--- src/lfs_params.svh ---
// Constants for the line-feed setpoint register bank.
`ifndef LFS_PARAMS_SVH
`define LFS_PARAMS_SVH

`define LFS_ADDR_W 8
`define LFS_DATA_W 8

`define LFS_OFS_MANUAL_CTL 8'h43
`define LFS_OFS_LINE_STATUS 8'h44
`define LFS_OFS_RT_DEBOUNCE 8'h46
`define LFS_OFS_FEED_CURRENT 8'h47
`define LFS_OFS_ON_HOOK 8'h48
`define LFS_OFS_COMMON_MODE 8'h49
`define LFS_OFS_HIGH_BATTERY 8'h4A
`define LFS_OFS_IRQ_STATUS 8'h50
`define LFS_OFS_IRQ_MASK 8'h51

`define LFS_RST_RT_DEBOUNCE 7'h0A
`define LFS_RST_FEED_CURRENT 3'h0
`define LFS_RST_POLARITY 1'h0
`define LFS_RST_ON_HOOK 6'h20
`define LFS_RST_COMMON_MODE 6'h02
`define LFS_RST_HIGH_BATTERY 6'h32
`define LFS_RST_MANUAL 1'h0
`define LFS_RST_IRQ 2'h0

`define LFS_DEBOUNCE_W 7
`define LFS_CURRENT_W 3
`define LFS_VOLT_W 6
`define LFS_IRQ_W 2

`define LFS_BIT_POLARITY 6
`define LFS_BIT_MANUAL_CM 6
`define LFS_BIT_MANUAL_DIFF 5
`define LFS_BIT_RING_TRIP 1
`define LFS_IRQ_DETECT 0
`define LFS_IRQ_RELEASE 1

`define LFS_CLK_PERIOD_NS 10
`define LFS_DEBOUNCE_STEP_NS 1250000
`define LFS_DEBOUNCE_STEP_CYCLES ((`LFS_DEBOUNCE_STEP_NS + `LFS_CLK_PERIOD_NS - 1) / `LFS_CLK_PERIOD_NS)

`endif

--- src/lfs_pkg.sv ---
// Types shared by the line-feed setpoint register bank.
package lfs_pkg;

    typedef enum logic [2:0] {
        LFS_LS_OPEN,
        LFS_LS_FWD_ACTIVE,
        LFS_LS_FWD_ON_HOOK,
        LFS_LS_REV_ACTIVE,
        LFS_LS_REV_ON_HOOK
    } lfs_line_state_t;

    typedef enum logic {
        LFS_DB_STEADY,
        LFS_DB_TIMING
    } lfs_db_state_t;

endpackage

--- src/lfs_dbnc_if.sv ---
// Interface between the register bank and the ring-trip debounce filter.
`timescale 1ns/100ps
`include "lfs_params.svh"
interface lfs_dbnc_if;
    logic tick;
    logic sample;
    logic [`LFS_DEBOUNCE_W-1:0] interval_code;
    logic filtered;

    modport bank (output tick, output sample, output interval_code, input filtered);
    modport filter (input tick, input sample, input interval_code, output filtered);
endinterface

--- src/lfs_sync.sv ---
// Three-stage synchroniser that accepts a change once the last two stages agree.
`timescale 1ns/100ps
module lfs_sync (
    // Clock and reset.
    input wire logic i_core_clk,
    input wire logic i_rst,
    // Asynchronous input and synchronised level.
    input wire logic i_async,
    output logic o_level
);
    logic meta_q;
    logic s2_q;
    logic s3_q;
    logic level_q;

    always_ff @(posedge i_core_clk) begin
        if (i_rst) begin
            meta_q <= 1'b0;
            s2_q <= 1'b0;
            s3_q <= 1'b0;
        end else begin
            meta_q <= i_async;
            s2_q <= meta_q;
            s3_q <= s2_q;
        end
    end

    always_ff @(posedge i_core_clk) begin
        if (i_rst) begin
            level_q <= 1'b0;
        end else if (s2_q == s3_q) begin
            level_q <= s3_q;
        end
    end

    assign o_level = level_q;
endmodule

--- src/lfs_debounce.sv ---
// Ring-trip debounce filter counting interval steps of 1.25 ms.
`timescale 1ns/100ps
`include "lfs_params.svh"
module lfs_debounce
    import lfs_pkg::*;
(
    // Clock and reset.
    input wire logic i_core_clk,
    input wire logic i_rst,
    // Link to the register bank.
    lfs_dbnc_if.filter dbnc
);
    lfs_db_state_t state_q;
    logic [`LFS_DEBOUNCE_W-1:0] count_q;
    logic filtered_q;

    // The first step tick after a change may come early, so code plus one ticks are counted.
    always_ff @(posedge i_core_clk) begin
        if (i_rst) begin
            state_q <= LFS_DB_STEADY;
            count_q <= '0;
            filtered_q <= 1'b0;
        end else begin
            case (state_q)
                LFS_DB_STEADY: begin
                    count_q <= '0;
                    if (dbnc.sample != filtered_q) begin
                        if (dbnc.interval_code == '0) begin
                            filtered_q <= dbnc.sample;
                        end else begin
                            state_q <= LFS_DB_TIMING;
                        end
                    end
                end
                LFS_DB_TIMING: begin
                    if (dbnc.sample == filtered_q) begin
                        state_q <= LFS_DB_STEADY;
                        count_q <= '0;
                    end else if (dbnc.tick) begin
                        if (count_q >= dbnc.interval_code) begin
                            filtered_q <= dbnc.sample;
                            state_q <= LFS_DB_STEADY;
                            count_q <= '0;
                        end else begin
                            count_q <= count_q + 1'b1;
                        end
                    end
                end
                default: begin
                    state_q <= LFS_DB_STEADY;
                    count_q <= '0;
                end
            endcase
        end
    end

    assign dbnc.filtered = filtered_q;
endmodule

--- src/lfs_top.sv ---
// Line-feed setpoint register bank with ring-trip debounce and interrupt.
`timescale 1ns/100ps
`include "lfs_params.svh"
module lfs_top
    import lfs_pkg::*;
#(
    parameter int P_STEP_CYCLES = `LFS_DEBOUNCE_STEP_CYCLES
) (
    // Clock and reset.
    input wire logic i_core_clk,
    input wire logic i_rst,
    // Register port.
    input wire logic [`LFS_ADDR_W-1:0] i_addr,
    input wire logic [`LFS_DATA_W-1:0] i_wdata,
    input wire logic i_wr,
    input wire logic i_rd,
    output logic [`LFS_DATA_W-1:0] o_rdata,
    // Line inputs.
    input wire logic i_ring_trip_raw,
    input wire lfs_line_state_t i_line_state,
    // Feed current and battery codes.
    output logic [`LFS_CURRENT_W-1:0] o_feed_current_code,
    output logic [`LFS_VOLT_W-1:0] o_high_battery_code,
    // Differential voltage control.
    output logic [`LFS_VOLT_W-1:0] o_on_hook_voltage_code,
    output logic o_on_hook_polarity,
    output logic o_diff_force,
    // Common-mode control.
    output logic [`LFS_VOLT_W-1:0] o_common_mode_code,
    output logic o_cm_on_tip,
    output logic o_cm_on_ring,
    output logic o_cm_force_tip,
    output logic o_cm_force_ring,
    // Status and interrupt.
    output logic o_ring_trip_flag,
    output logic o_irq
);
    ////////////////////////////////////////////////////////////////////////////////
    logic [`LFS_DEBOUNCE_W-1:0] debounce_q;
    logic [`LFS_CURRENT_W-1:0] current_q;
    logic polarity_q;
    logic [`LFS_VOLT_W-1:0] on_hook_q;
    logic [`LFS_VOLT_W-1:0] common_mode_q;
    logic [`LFS_VOLT_W-1:0] high_battery_q;
    logic manual_cm_q;
    logic manual_diff_q;
    logic [`LFS_IRQ_W-1:0] irq_status_q;
    logic [`LFS_IRQ_W-1:0] irq_status_d;
    logic [`LFS_IRQ_W-1:0] irq_mask_q;
    logic [`LFS_IRQ_W-1:0] irq_events;
    logic [`LFS_IRQ_W-1:0] irq_clear;
    logic [`LFS_DATA_W-1:0] rdata_q;
    logic [`LFS_DATA_W-1:0] rdata_d;
    logic [31:0] div_q;
    logic tick_q;
    logic ring_trip_sync;
    logic filtered_prev_q;
    logic forward_state;
    logic reverse_state;

    lfs_dbnc_if dbnc ();

    ////////////////////////////////////////////////////////////////////////////////
    // Register writes; only the defined field bits are stored.
    always_ff @(posedge i_core_clk) begin
        if (i_rst) begin
            debounce_q <= `LFS_RST_RT_DEBOUNCE;
        end else if (i_wr && i_addr == `LFS_OFS_RT_DEBOUNCE) begin
            debounce_q <= i_wdata[`LFS_DEBOUNCE_W-1:0];
        end
    end

    always_ff @(posedge i_core_clk) begin
        if (i_rst) begin
            current_q <= `LFS_RST_FEED_CURRENT;
        end else if (i_wr && i_addr == `LFS_OFS_FEED_CURRENT) begin
            current_q <= i_wdata[`LFS_CURRENT_W-1:0];
        end
    end

    always_ff @(posedge i_core_clk) begin
        if (i_rst) begin
            polarity_q <= `LFS_RST_POLARITY;
            on_hook_q <= `LFS_RST_ON_HOOK;
        end else if (i_wr && i_addr == `LFS_OFS_ON_HOOK) begin
            polarity_q <= i_wdata[`LFS_BIT_POLARITY];
            on_hook_q <= i_wdata[`LFS_VOLT_W-1:0];
        end
    end

    always_ff @(posedge i_core_clk) begin
        if (i_rst) begin
            common_mode_q <= `LFS_RST_COMMON_MODE;
        end else if (i_wr && i_addr == `LFS_OFS_COMMON_MODE) begin
            common_mode_q <= i_wdata[`LFS_VOLT_W-1:0];
        end
    end

    // Ordering against the low battery setting is left to software.
    always_ff @(posedge i_core_clk) begin
        if (i_rst) begin
            high_battery_q <= `LFS_RST_HIGH_BATTERY;
        end else if (i_wr && i_addr == `LFS_OFS_HIGH_BATTERY) begin
            high_battery_q <= i_wdata[`LFS_VOLT_W-1:0];
        end
    end

    always_ff @(posedge i_core_clk) begin
        if (i_rst) begin
            manual_cm_q <= `LFS_RST_MANUAL;
            manual_diff_q <= `LFS_RST_MANUAL;
        end else if (i_wr && i_addr == `LFS_OFS_MANUAL_CTL) begin
            manual_cm_q <= i_wdata[`LFS_BIT_MANUAL_CM];
            manual_diff_q <= i_wdata[`LFS_BIT_MANUAL_DIFF];
        end
    end

    always_ff @(posedge i_core_clk) begin
        if (i_rst) begin
            irq_mask_q <= `LFS_RST_IRQ;
        end else if (i_wr && i_addr == `LFS_OFS_IRQ_MASK) begin
            irq_mask_q <= i_wdata[`LFS_IRQ_W-1:0];
        end
    end

    ////////////////////////////////////////////////////////////////////////////////
    // Step divider giving a one-cycle tick every debounce step.
    always_ff @(posedge i_core_clk) begin
        if (i_rst) begin
            div_q <= '0;
            tick_q <= 1'b0;
        end else if (div_q >= 32'(P_STEP_CYCLES - 1)) begin
            div_q <= '0;
            tick_q <= 1'b1;
        end else begin
            div_q <= div_q + 32'h0000_0001;
            tick_q <= 1'b0;
        end
    end

    lfs_sync u_sync (
        .i_core_clk(i_core_clk),
        .i_rst(i_rst),
        .i_async(i_ring_trip_raw),
        .o_level(ring_trip_sync)
    );

    assign dbnc.tick = tick_q;
    assign dbnc.sample = ring_trip_sync;
    assign dbnc.interval_code = debounce_q;

    lfs_debounce u_debounce (
        .i_core_clk(i_core_clk),
        .i_rst(i_rst),
        .dbnc(dbnc)
    );

    ////////////////////////////////////////////////////////////////////////////////
    // Ring-trip edges set sticky status bits; a new event wins over a clear.
    always_ff @(posedge i_core_clk) begin
        if (i_rst) begin
            filtered_prev_q <= 1'b0;
        end else begin
            filtered_prev_q <= dbnc.filtered;
        end
    end

    always_comb begin
        irq_events = '0;
        irq_events[`LFS_IRQ_DETECT] = dbnc.filtered && !filtered_prev_q;
        irq_events[`LFS_IRQ_RELEASE] = !dbnc.filtered && filtered_prev_q;
        irq_clear = '0;
        if (i_wr && i_addr == `LFS_OFS_IRQ_STATUS) begin
            irq_clear = i_wdata[`LFS_IRQ_W-1:0];
        end
        irq_status_d = (irq_status_q & ~irq_clear) | irq_events;
    end

    always_ff @(posedge i_core_clk) begin
        if (i_rst) begin
            irq_status_q <= `LFS_RST_IRQ;
        end else begin
            irq_status_q <= irq_status_d;
        end
    end

    assign o_irq = |(irq_status_q & irq_mask_q);

    ////////////////////////////////////////////////////////////////////////////////
    // Read data, one cycle after the strobe; unmapped and reserved bits read zero.
    always_comb begin
        rdata_d = '0;
        if (i_rd) begin
            case (i_addr)
                `LFS_OFS_RT_DEBOUNCE: rdata_d[`LFS_DEBOUNCE_W-1:0] = debounce_q;
                `LFS_OFS_FEED_CURRENT: rdata_d[`LFS_CURRENT_W-1:0] = current_q;
                `LFS_OFS_ON_HOOK: begin
                    rdata_d[`LFS_BIT_POLARITY] = polarity_q;
                    rdata_d[`LFS_VOLT_W-1:0] = on_hook_q;
                end
                `LFS_OFS_COMMON_MODE: rdata_d[`LFS_VOLT_W-1:0] = common_mode_q;
                `LFS_OFS_HIGH_BATTERY: rdata_d[`LFS_VOLT_W-1:0] = high_battery_q;
                `LFS_OFS_MANUAL_CTL: begin
                    rdata_d[`LFS_BIT_MANUAL_CM] = manual_cm_q;
                    rdata_d[`LFS_BIT_MANUAL_DIFF] = manual_diff_q;
                end
                `LFS_OFS_LINE_STATUS: rdata_d[`LFS_BIT_RING_TRIP] = dbnc.filtered;
                `LFS_OFS_IRQ_STATUS: rdata_d[`LFS_IRQ_W-1:0] = irq_status_q;
                `LFS_OFS_IRQ_MASK: rdata_d[`LFS_IRQ_W-1:0] = irq_mask_q;
                default: rdata_d = '0;
            endcase
        end
    end

    always_ff @(posedge i_core_clk) begin
        if (i_rst) begin
            rdata_q <= '0;
        end else begin
            rdata_q <= rdata_d;
        end
    end

    assign o_rdata = rdata_q;

    ////////////////////////////////////////////////////////////////////////////////
    // Analog control codes.
    always_comb begin
        forward_state = (i_line_state == LFS_LS_FWD_ACTIVE) || (i_line_state == LFS_LS_FWD_ON_HOOK);
        reverse_state = (i_line_state == LFS_LS_REV_ACTIVE) || (i_line_state == LFS_LS_REV_ON_HOOK);
    end

    assign o_feed_current_code = current_q;
    assign o_high_battery_code = high_battery_q;
    assign o_on_hook_voltage_code = on_hook_q;
    assign o_on_hook_polarity = polarity_q;
    assign o_diff_force = manual_diff_q;
    assign o_common_mode_code = common_mode_q;
    assign o_cm_on_tip = forward_state;
    assign o_cm_on_ring = reverse_state;
    assign o_cm_force_tip = manual_cm_q && forward_state;
    assign o_cm_force_ring = manual_cm_q && reverse_state;
    assign o_ring_trip_flag = dbnc.filtered;
endmodule

--- config.mk ---
export PLATFORM = sky130hd
export DESIGN_NAME = lfs_top
export DESIGN_NICKNAME = d
export VERILOG_FILES = /design/src/lfs_pkg.sv /design/src/lfs_dbnc_if.sv /design/src/lfs_sync.sv /design/src/lfs_debounce.sv /design/src/lfs_top.sv
export VERILOG_INCLUDE_DIRS = /design/src
export SDC_FILE = /design/constraint.sdc
export NUM_CORES = 1
export LEC_CHECK = 0
export ABC_AREA = 1
export ABC_CLOCK_PERIOD_IN_PS = 3250
export BUFFER_PORTS_ARGS = -buffer_cell sky130_fd_sc_hd__buf_2
export CAP_MARGIN = 30
export CORE_AREA = 2 2 86 88
export DETAILED_ROUTE_END_ITERATION = 12
export DIE_AREA = 0 0 88 90
export PLACE_DENSITY = 0.91
export SLEW_MARGIN = 20
export SYNTH_ARGS = -nofsm -noshare
export SYNTH_HDL_FRONTEND = slang
export SYNTH_SLANG_ARGS = --single-unit
--- constraint.sdc ---
create_clock -name i_core_clk -period 3.25 [get_ports i_core_clk]
set_clock_uncertainty 0.15 [all_clocks]
set_input_delay 0.1625 -clock i_core_clk [delete_from_list [all_inputs] [get_ports i_core_clk]]
set_output_delay 0.1625 -clock i_core_clk [all_outputs]
set_load 0.05 [all_outputs]
==> impl_results.md, run 1 <==
* Initial Utilization at 59.3%
* Inserted Diodes at 0
* Net Sw Power at 0.439 mW
* First-pass GRT wire length at 15.3 mm
* Width of the chip at 88 um
* Antenna violations before repair at 0
* CP max stage delay at 360 ps
* CP endpoint kind: flip-flop
* Half-perimeter wire length after placement at 6.99 mm
* Post-synth top area share at 42.8%
* Num CTS Buffers at 9
* Hold crit path type: primary input to flip-flop
* Nets@finish at 668
* #FFs+latches synth at 89
* Critical-path top delay cell: ha_1
* GRT Util Overall at 24.3%
* Buf/Inv on CP at 2
* Setup TNS at 0 ps
* Status: finished, final reports clean
* Total Wirelength at 9.42 mm
* # setup viols final at 0
* Min cycle time layout at 1960 ps
* CP top delay family: simple AND/OR/NAND/NOR gates
* Cell count after synthesis at 552
* Count leader, synth: nand2_1
* Core area at 7020 sq um
* Crit path DAT at 2110 ps
* GRT overflow at 0
* CP Launch Type: flip-flop
* Switching Fraction at 22.5%
* Primary FF master, synth: dfxtp_1
* Max-cap violations at 0
* Synth warn at 0
* Number of detailed-route iterations in the first pass at 5
* Synthesized area at 4160 sq um
* # DRC at 0
* Longest Clk Path Bufs at 2
* DRT antenna net count at 0
* WS Path Type: flip-flop to flip-flop
* Cell variety after synth at 41
* Flop pwr share at 56.8%
* Tcrit/Tclk final at 60.5%
* DR iter-0 viols at 243
* Post_cts resized at 0
* DR vias/cell at 5.15
* Fin. Hold Viols at 0
* Asr flop ratio synth at 0%
* Layout area overhead at 16.5%
* Vias in the first global route at 3513
* CTS sink cnt at 89
* Number of H-tree levels at 3
* Seq/Total Area, Yosys at 42.8%
* Max-slew violations at 0
* Internal power at 1.51 mW
* Final Power at 1.95 mW
* Maximum fanout along the worst path at 5
* Clk network pwr share at 37.7%
* Worst-Skew Late Latency at 360 ps
* Top post-synthesis cells by area: dfxtp_1 43%, nand2_1 8.1%, nor2_1 7.7%
* DR WL/cell at 12.7 um
* Required time worst endpoint at 3400 ps
* Full die area at 7920 sq um
* Leakage at 2.17 nW
* Mean Syn Cell Area at 7.54 sq um
* Clock slew at reported path FFs at 80 ps
* Row cnt at 31
* Clock Tree Root: clkbuf_8
* Largest net degree at the start of global routing at 32
* Crit-path cells: inv_1 -> ha_1 -> nand2_1 -> inv_1 -> a21oi_1 -> nand3_1 -> a21boi_0 -> nand2_1 -> nor2_1
* Peak supply drop at 0.361 mV
* Yosys top cell by area: dfxtp_1
* GP Congestion at 0.922
* Die height at 90 um
* Number of synthesized flops with an enable pin at 0
* Top cells by count, synth: 90 x nand2_1, 89 x dfxtp_1, 85 x nor2_1, 64 x inv_1
* TritonCTS clock tree: built
* Pwr dens at 402 nW/um^2
* Achievable Freq at 509 MHz
* # IOs at 61
* Buffers on Ports at 58
* Via count at 3804
* RSZ-0062 raised after global routing: false
* Share of cells above drive strength 1 at 21.6%
* Combinational cell fraction of total power at 5.5%
## final timing paths
path              slack (ps)  cells past startpoint                          startpoint                            endpoint
hold reg to reg          260                      2            u_sync.meta_q$_SDFF_PP0_              u_sync.s2_q$_SDFF_PP0_
setup / recovery        1290                      9  dbnc.interval_code[6]$_SDFFE_PP0P_  u_debounce.count_q[4]$_SDFFE_PP0P_
setup reg to reg        1290                      9  dbnc.interval_code[6]$_SDFFE_PP0P_  u_debounce.count_q[4]$_SDFFE_PP0P_
hold / removal            40                      3                          i_wdata[1]  o_common_mode_code[1]$_SDFFE_PP1P_
## logic make-up after synthesis
logic type	Yosys count	share of synthesized area, %
compound gates	76	10.3
xor+xnor	15	3.16
fa+ha+maj	9	2.71
buf+inv	85	8.57
flops	89	42.8
other cells	1	0.0901
simple gates	277	32.3
## sequential cells by signal, indices dropped and copies added, names as in the netlist, 3 cells and up
signal,cells
o_rdata,7
div_q,32
u_debounce.count_q,7
o_common_mode_code,6
o_feed_current_code,3
o_high_battery_code,6
o_on_hook_voltage_code,6
dbnc.interval_code,7
## cells in the final DEF (no fill, tap or decap), drive strengths merged, types with 2 or more instances in the layout
cell           n
conb          16
nand2        105
buf           59
dfxtp         89
o211ai         4
a21oi         35
o21ai         31
clkinv         2
inv           75
or2            2
clkbuf        13
nor2         109
nand3         36
ha             9
xor2           8
a31oi          2
dlygate4sd3    8
nor3          13
xnor2          7
nand4          9
## layout make-up
cell class,instances,area (sq um)
clock buffers,13,149
flip-flops and latches,89,1780
repair buffers,67,385
fillers,542,2180
multi-input cells,393,2080
clock inverters,3,40.0
inverters,75,287
well taps,99,124
## per-layer routing
metal,vias to the layer above,track usage (%),wire length (um)
met2,145,41.0,4670
met3,31,6.06,651
met5,-,0,0
met4,0,10.5,252
met1,1723,28.6,3850
li1,1905,-,-
## power by group through the flow
stage / logic, mW / clock network [mW] / registers, mW
floorplan: 0.0621 / 0 / 1.13
global placement: 0.0928 / 0 / 1.13
detailed placement: 0.0960 / 0 / 1.13
CTS: 0.104 / 0.743 / 1.11
global route: 0.118 / 0.784 / 1.11
finish: 0.108 / 0.734 / 1.11
## worst min-delay path: stages
cell,delay (ps)
buf_2,170
nand2_1,100
nand3_1,70
## stage by stage
step / std cells / instance area, sq um / setup slack (ps) / utilization (%) / hold slack [ps]
after global placement: 714 / 4560 / 1230 / 65.0 / 238
after global routing: 739 / 4840 / 1070 / 69.0 / 32.8
final: 739 / 4840 / 1290 / 69.0 / 40.8
after detailed placement: 714 / 4560 / 1180 / 65.0 / 248
after floorplan: 567 / 4220 / 1010 / - / 119
after CTS: 738 / 4830 / 1300 / 68.8 / 12.1
## what timing repair did
action,4_1_cts,5_1_grt
hold buffers,8,0
buffers inserted,0,0
hold endpoints to repair,14,0
Note: power is estimated with default switching activity, not from simulation.
==> run 2, diff against run 1 <==
- ABC_CLOCK_PERIOD_IN_PS: 3250 -> 1940
- CORE_AREA: 2 2 86 88 -> 2 2 89 91
- DIE_AREA: 0 0 88 90 -> 0 0 91 93
- PLACE_DENSITY: 0.91 -> 0.86
- clock period: 3.25 -> 1.94 ns (I/O delays scaled with it)
==> run 2 against run 1 <==
Against the previous run:
- die area rose by 6.9%
- sequential share of layout area shrank 0.83 points
- sequential cell count did not move
- critical path depth rose by 1
- routed wire length up 4.1%
- power increased by 75%
- count of clock-buffer cells in the layout is 3 lower
- register-to-register slack worse by 1100 ps
- clock power up 87%
- final area grew 2.4%
- utilization is 3.1 points lower
==> impl_results.md, run 2 (synthesis gave the netlist of run 1 again) <==
* Longest Clk Path Bufs at 2
* Row cnt at 32
* CP Launch Type: flip-flop
* Status: finished, final reports clean
* Internal power at 2.63 mW
* Worst Hold Depth at 6
* GRT Util Overall at 24.5%
* Final Power at 3.41 mW
* DR vias/cell at 5.08
* Net Sw Power at 0.785 mW
* Inserted Diodes at 0
* First-pass GRT wire length at 16.5 mm
* DR iter-0 viols at 247
* Pwr dens at 688 nW/um^2
* Die height at 93 um
* Leakage at 2.22 nW
* # DRC at 0
* Total setup buffers inserted after CTS at 0
* Antenna violations before repair at 0
* Most frequent cells in the layout: 88 x nand2_1, 88 x dfxtp_1, 85 x nor2_1
* HP Start: i_addr[5]
* RSZ-0062 raised after global routing: false
* # setup viols final at 0
* Worst-Skew Late Latency at 370 ps
* Required time worst endpoint at 2060 ps
* Half-perimeter wire length after placement at 7.28 mm
* Number of H-tree levels at 3
* GP Congestion at 0.919
* Layout area overhead at 19.2%
* Max-cap violations at 0
* Switching Fraction at 23.0%
* Buffers on Ports at 58
* RR Startpoint: dbnc.interval_code[6]$_SDFFE_PP0P_
* Max-slew violations at 0
* Final Non-Filler Cells at 749
* Initial Utilization at 55.3%
* Fillcell total at 630
* Achievable Freq at 569 MHz
* Worst reg2reg endpoint: u_debounce.dbnc.filtered$_SDFFE_PP0P_
* Max FFs per register at 32
* GRT overflow at 0
* Via count at 3807
* CP endpoint kind: flip-flop
* Final Core Density at 65.9%
* # IOs at 61
* Hold Path Sink: o_rdata[5]$_SDFF_PP0_
* Clock slew at reported path FFs at 90 ps
* DRT antenna net count at 0
* DR WL/cell at 13.1 um
* Tcrit/Tclk final at 90.6%
* Setup TNS at 0 ps
* Nets@finish at 675
* Combinational cell fraction of total power at 5.5%
* Vias in the first global route at 3557
* Maximum fanout along the worst path at 5
* WS Path Type: flip-flop to flip-flop
* Register bank with the most flops: div_q
* Min cycle time layout at 1760 ps
* Clk network pwr share at 40.1%
* Hold crit path type: primary input to flip-flop
* Number of detailed-route iterations in the first pass at 5
* Clock Tree Root: clkbuf_8
* Share of cells above drive strength 1 at 23.3%
* Fin. Hold Viols at 0
* Width of the chip at 91 um
* Placed cell count at 722
* Flop pwr share at 54.4%
* CTS sink cnt at 89
* TritonCTS clock tree: built
* Full die area at 8460 sq um
* Largest net degree at the start of global routing at 20
* Num CTS Buffers at 9
* Worst hold slack at 9.60 ps
* FF-to-FF path depth at 10
* Crit path DAT at 1870 ps
* Total Wirelength at 9.81 mm
* Reg-to-reg slack, setup at 180 ps
* Core area at 7530 sq um
* Peak supply drop at 0.503 mV
==> run 2: cell types whose count changed in the layout (fill, tap and decap cells not counted), sizes merged <==
cell / delta
clkbuf: -3
buf: +4
dlygate4sd3: +3
clkinvlp: +1
bufinv: +1
clkinv: +1
==> run 2: layer usage <==
layer | vias up | track usage, % | wire length (um)
met4 | 0 | 10.5 | 207
met5 | - | 0 | 0
met3 | 24 | 3.55 | 630
met1 | 1755 | 29.4 | 4030
met2 | 112 | 44.0 | 4940
li1 | 1916 | - | -
==> run 2: area by class of cell <==
class | instances | area, sq um | area share (%)
clock buffer | 10 | 128 | 2.57
clock inverter | 6 | 82.6 | 1.66
inverter | 75 | 287 | 5.78
multi-input combinational | 393 | 2110 | 42.6
sequential | 89 | 1780 | 35.9
tap | 102 | 128 | 2.57
timing repair buffer | 74 | 438 | 8.83
==> run 2: how the worst max path moves through the flow <==
stage                                            start                                    end
floorplan                              i_line_state[1]                        o_cm_force_ring
global placement    dbnc.interval_code[6]$_SDFFE_PP0P_     u_debounce.count_q[4]$_SDFFE_PP0P_
detailed placement  dbnc.interval_code[6]$_SDFFE_PP0P_     u_debounce.count_q[0]$_SDFFE_PP0P_
CTS                 dbnc.interval_code[6]$_SDFFE_PP0P_     u_debounce.count_q[0]$_SDFFE_PP0P_
global route        dbnc.interval_code[6]$_SDFFE_PP0P_  u_debounce.dbnc.filtered$_SDFFE_PP0P_
finish              dbnc.interval_code[6]$_SDFFE_PP0P_  u_debounce.dbnc.filtered$_SDFFE_PP0P_
==> run 2: power groups by stage <==
stage / clock (mW) / combinational (mW) / sequential (mW)
after floorplan: 0 / 0.105 / 1.90
after global placement: 0 / 0.163 / 1.90
after detailed placement: 0 / 0.166 / 1.90
after CTS: 1.39 / 0.184 / 1.85
after global routing: 1.48 / 0.205 / 1.86
final: 1.37 / 0.188 / 1.85
==> run 2: critical path, cell delays in order (launching register included) <==
cell	delay, ps
dfxtp_1	320
inv_1	90
ha_1	360
nand2_1	80
inv_1	70
a21oi_4	180
nand3_4	120
nand2_1	80
nand2_1	60
nor2_1	100
nor2_1	60
==> run 2: per-stage QoR <==
stage	area, sq um	setup slack (ps)
floorplan	4220	116
global placement	4610	109
detailed placement	4610	13.5
CTS	4930	38.5
global route	4960	6.92
finish	4960	183
==> run 2: what timing repair did <==
action | 4_1_cts | 5_1_grt
pin swaps | 0 | 1
hold buffers | 11 | 0
setup endpoints to repair | 1 | 7
gates resized for setup | 1 | 8
hold endpoints to repair | 36 | 0
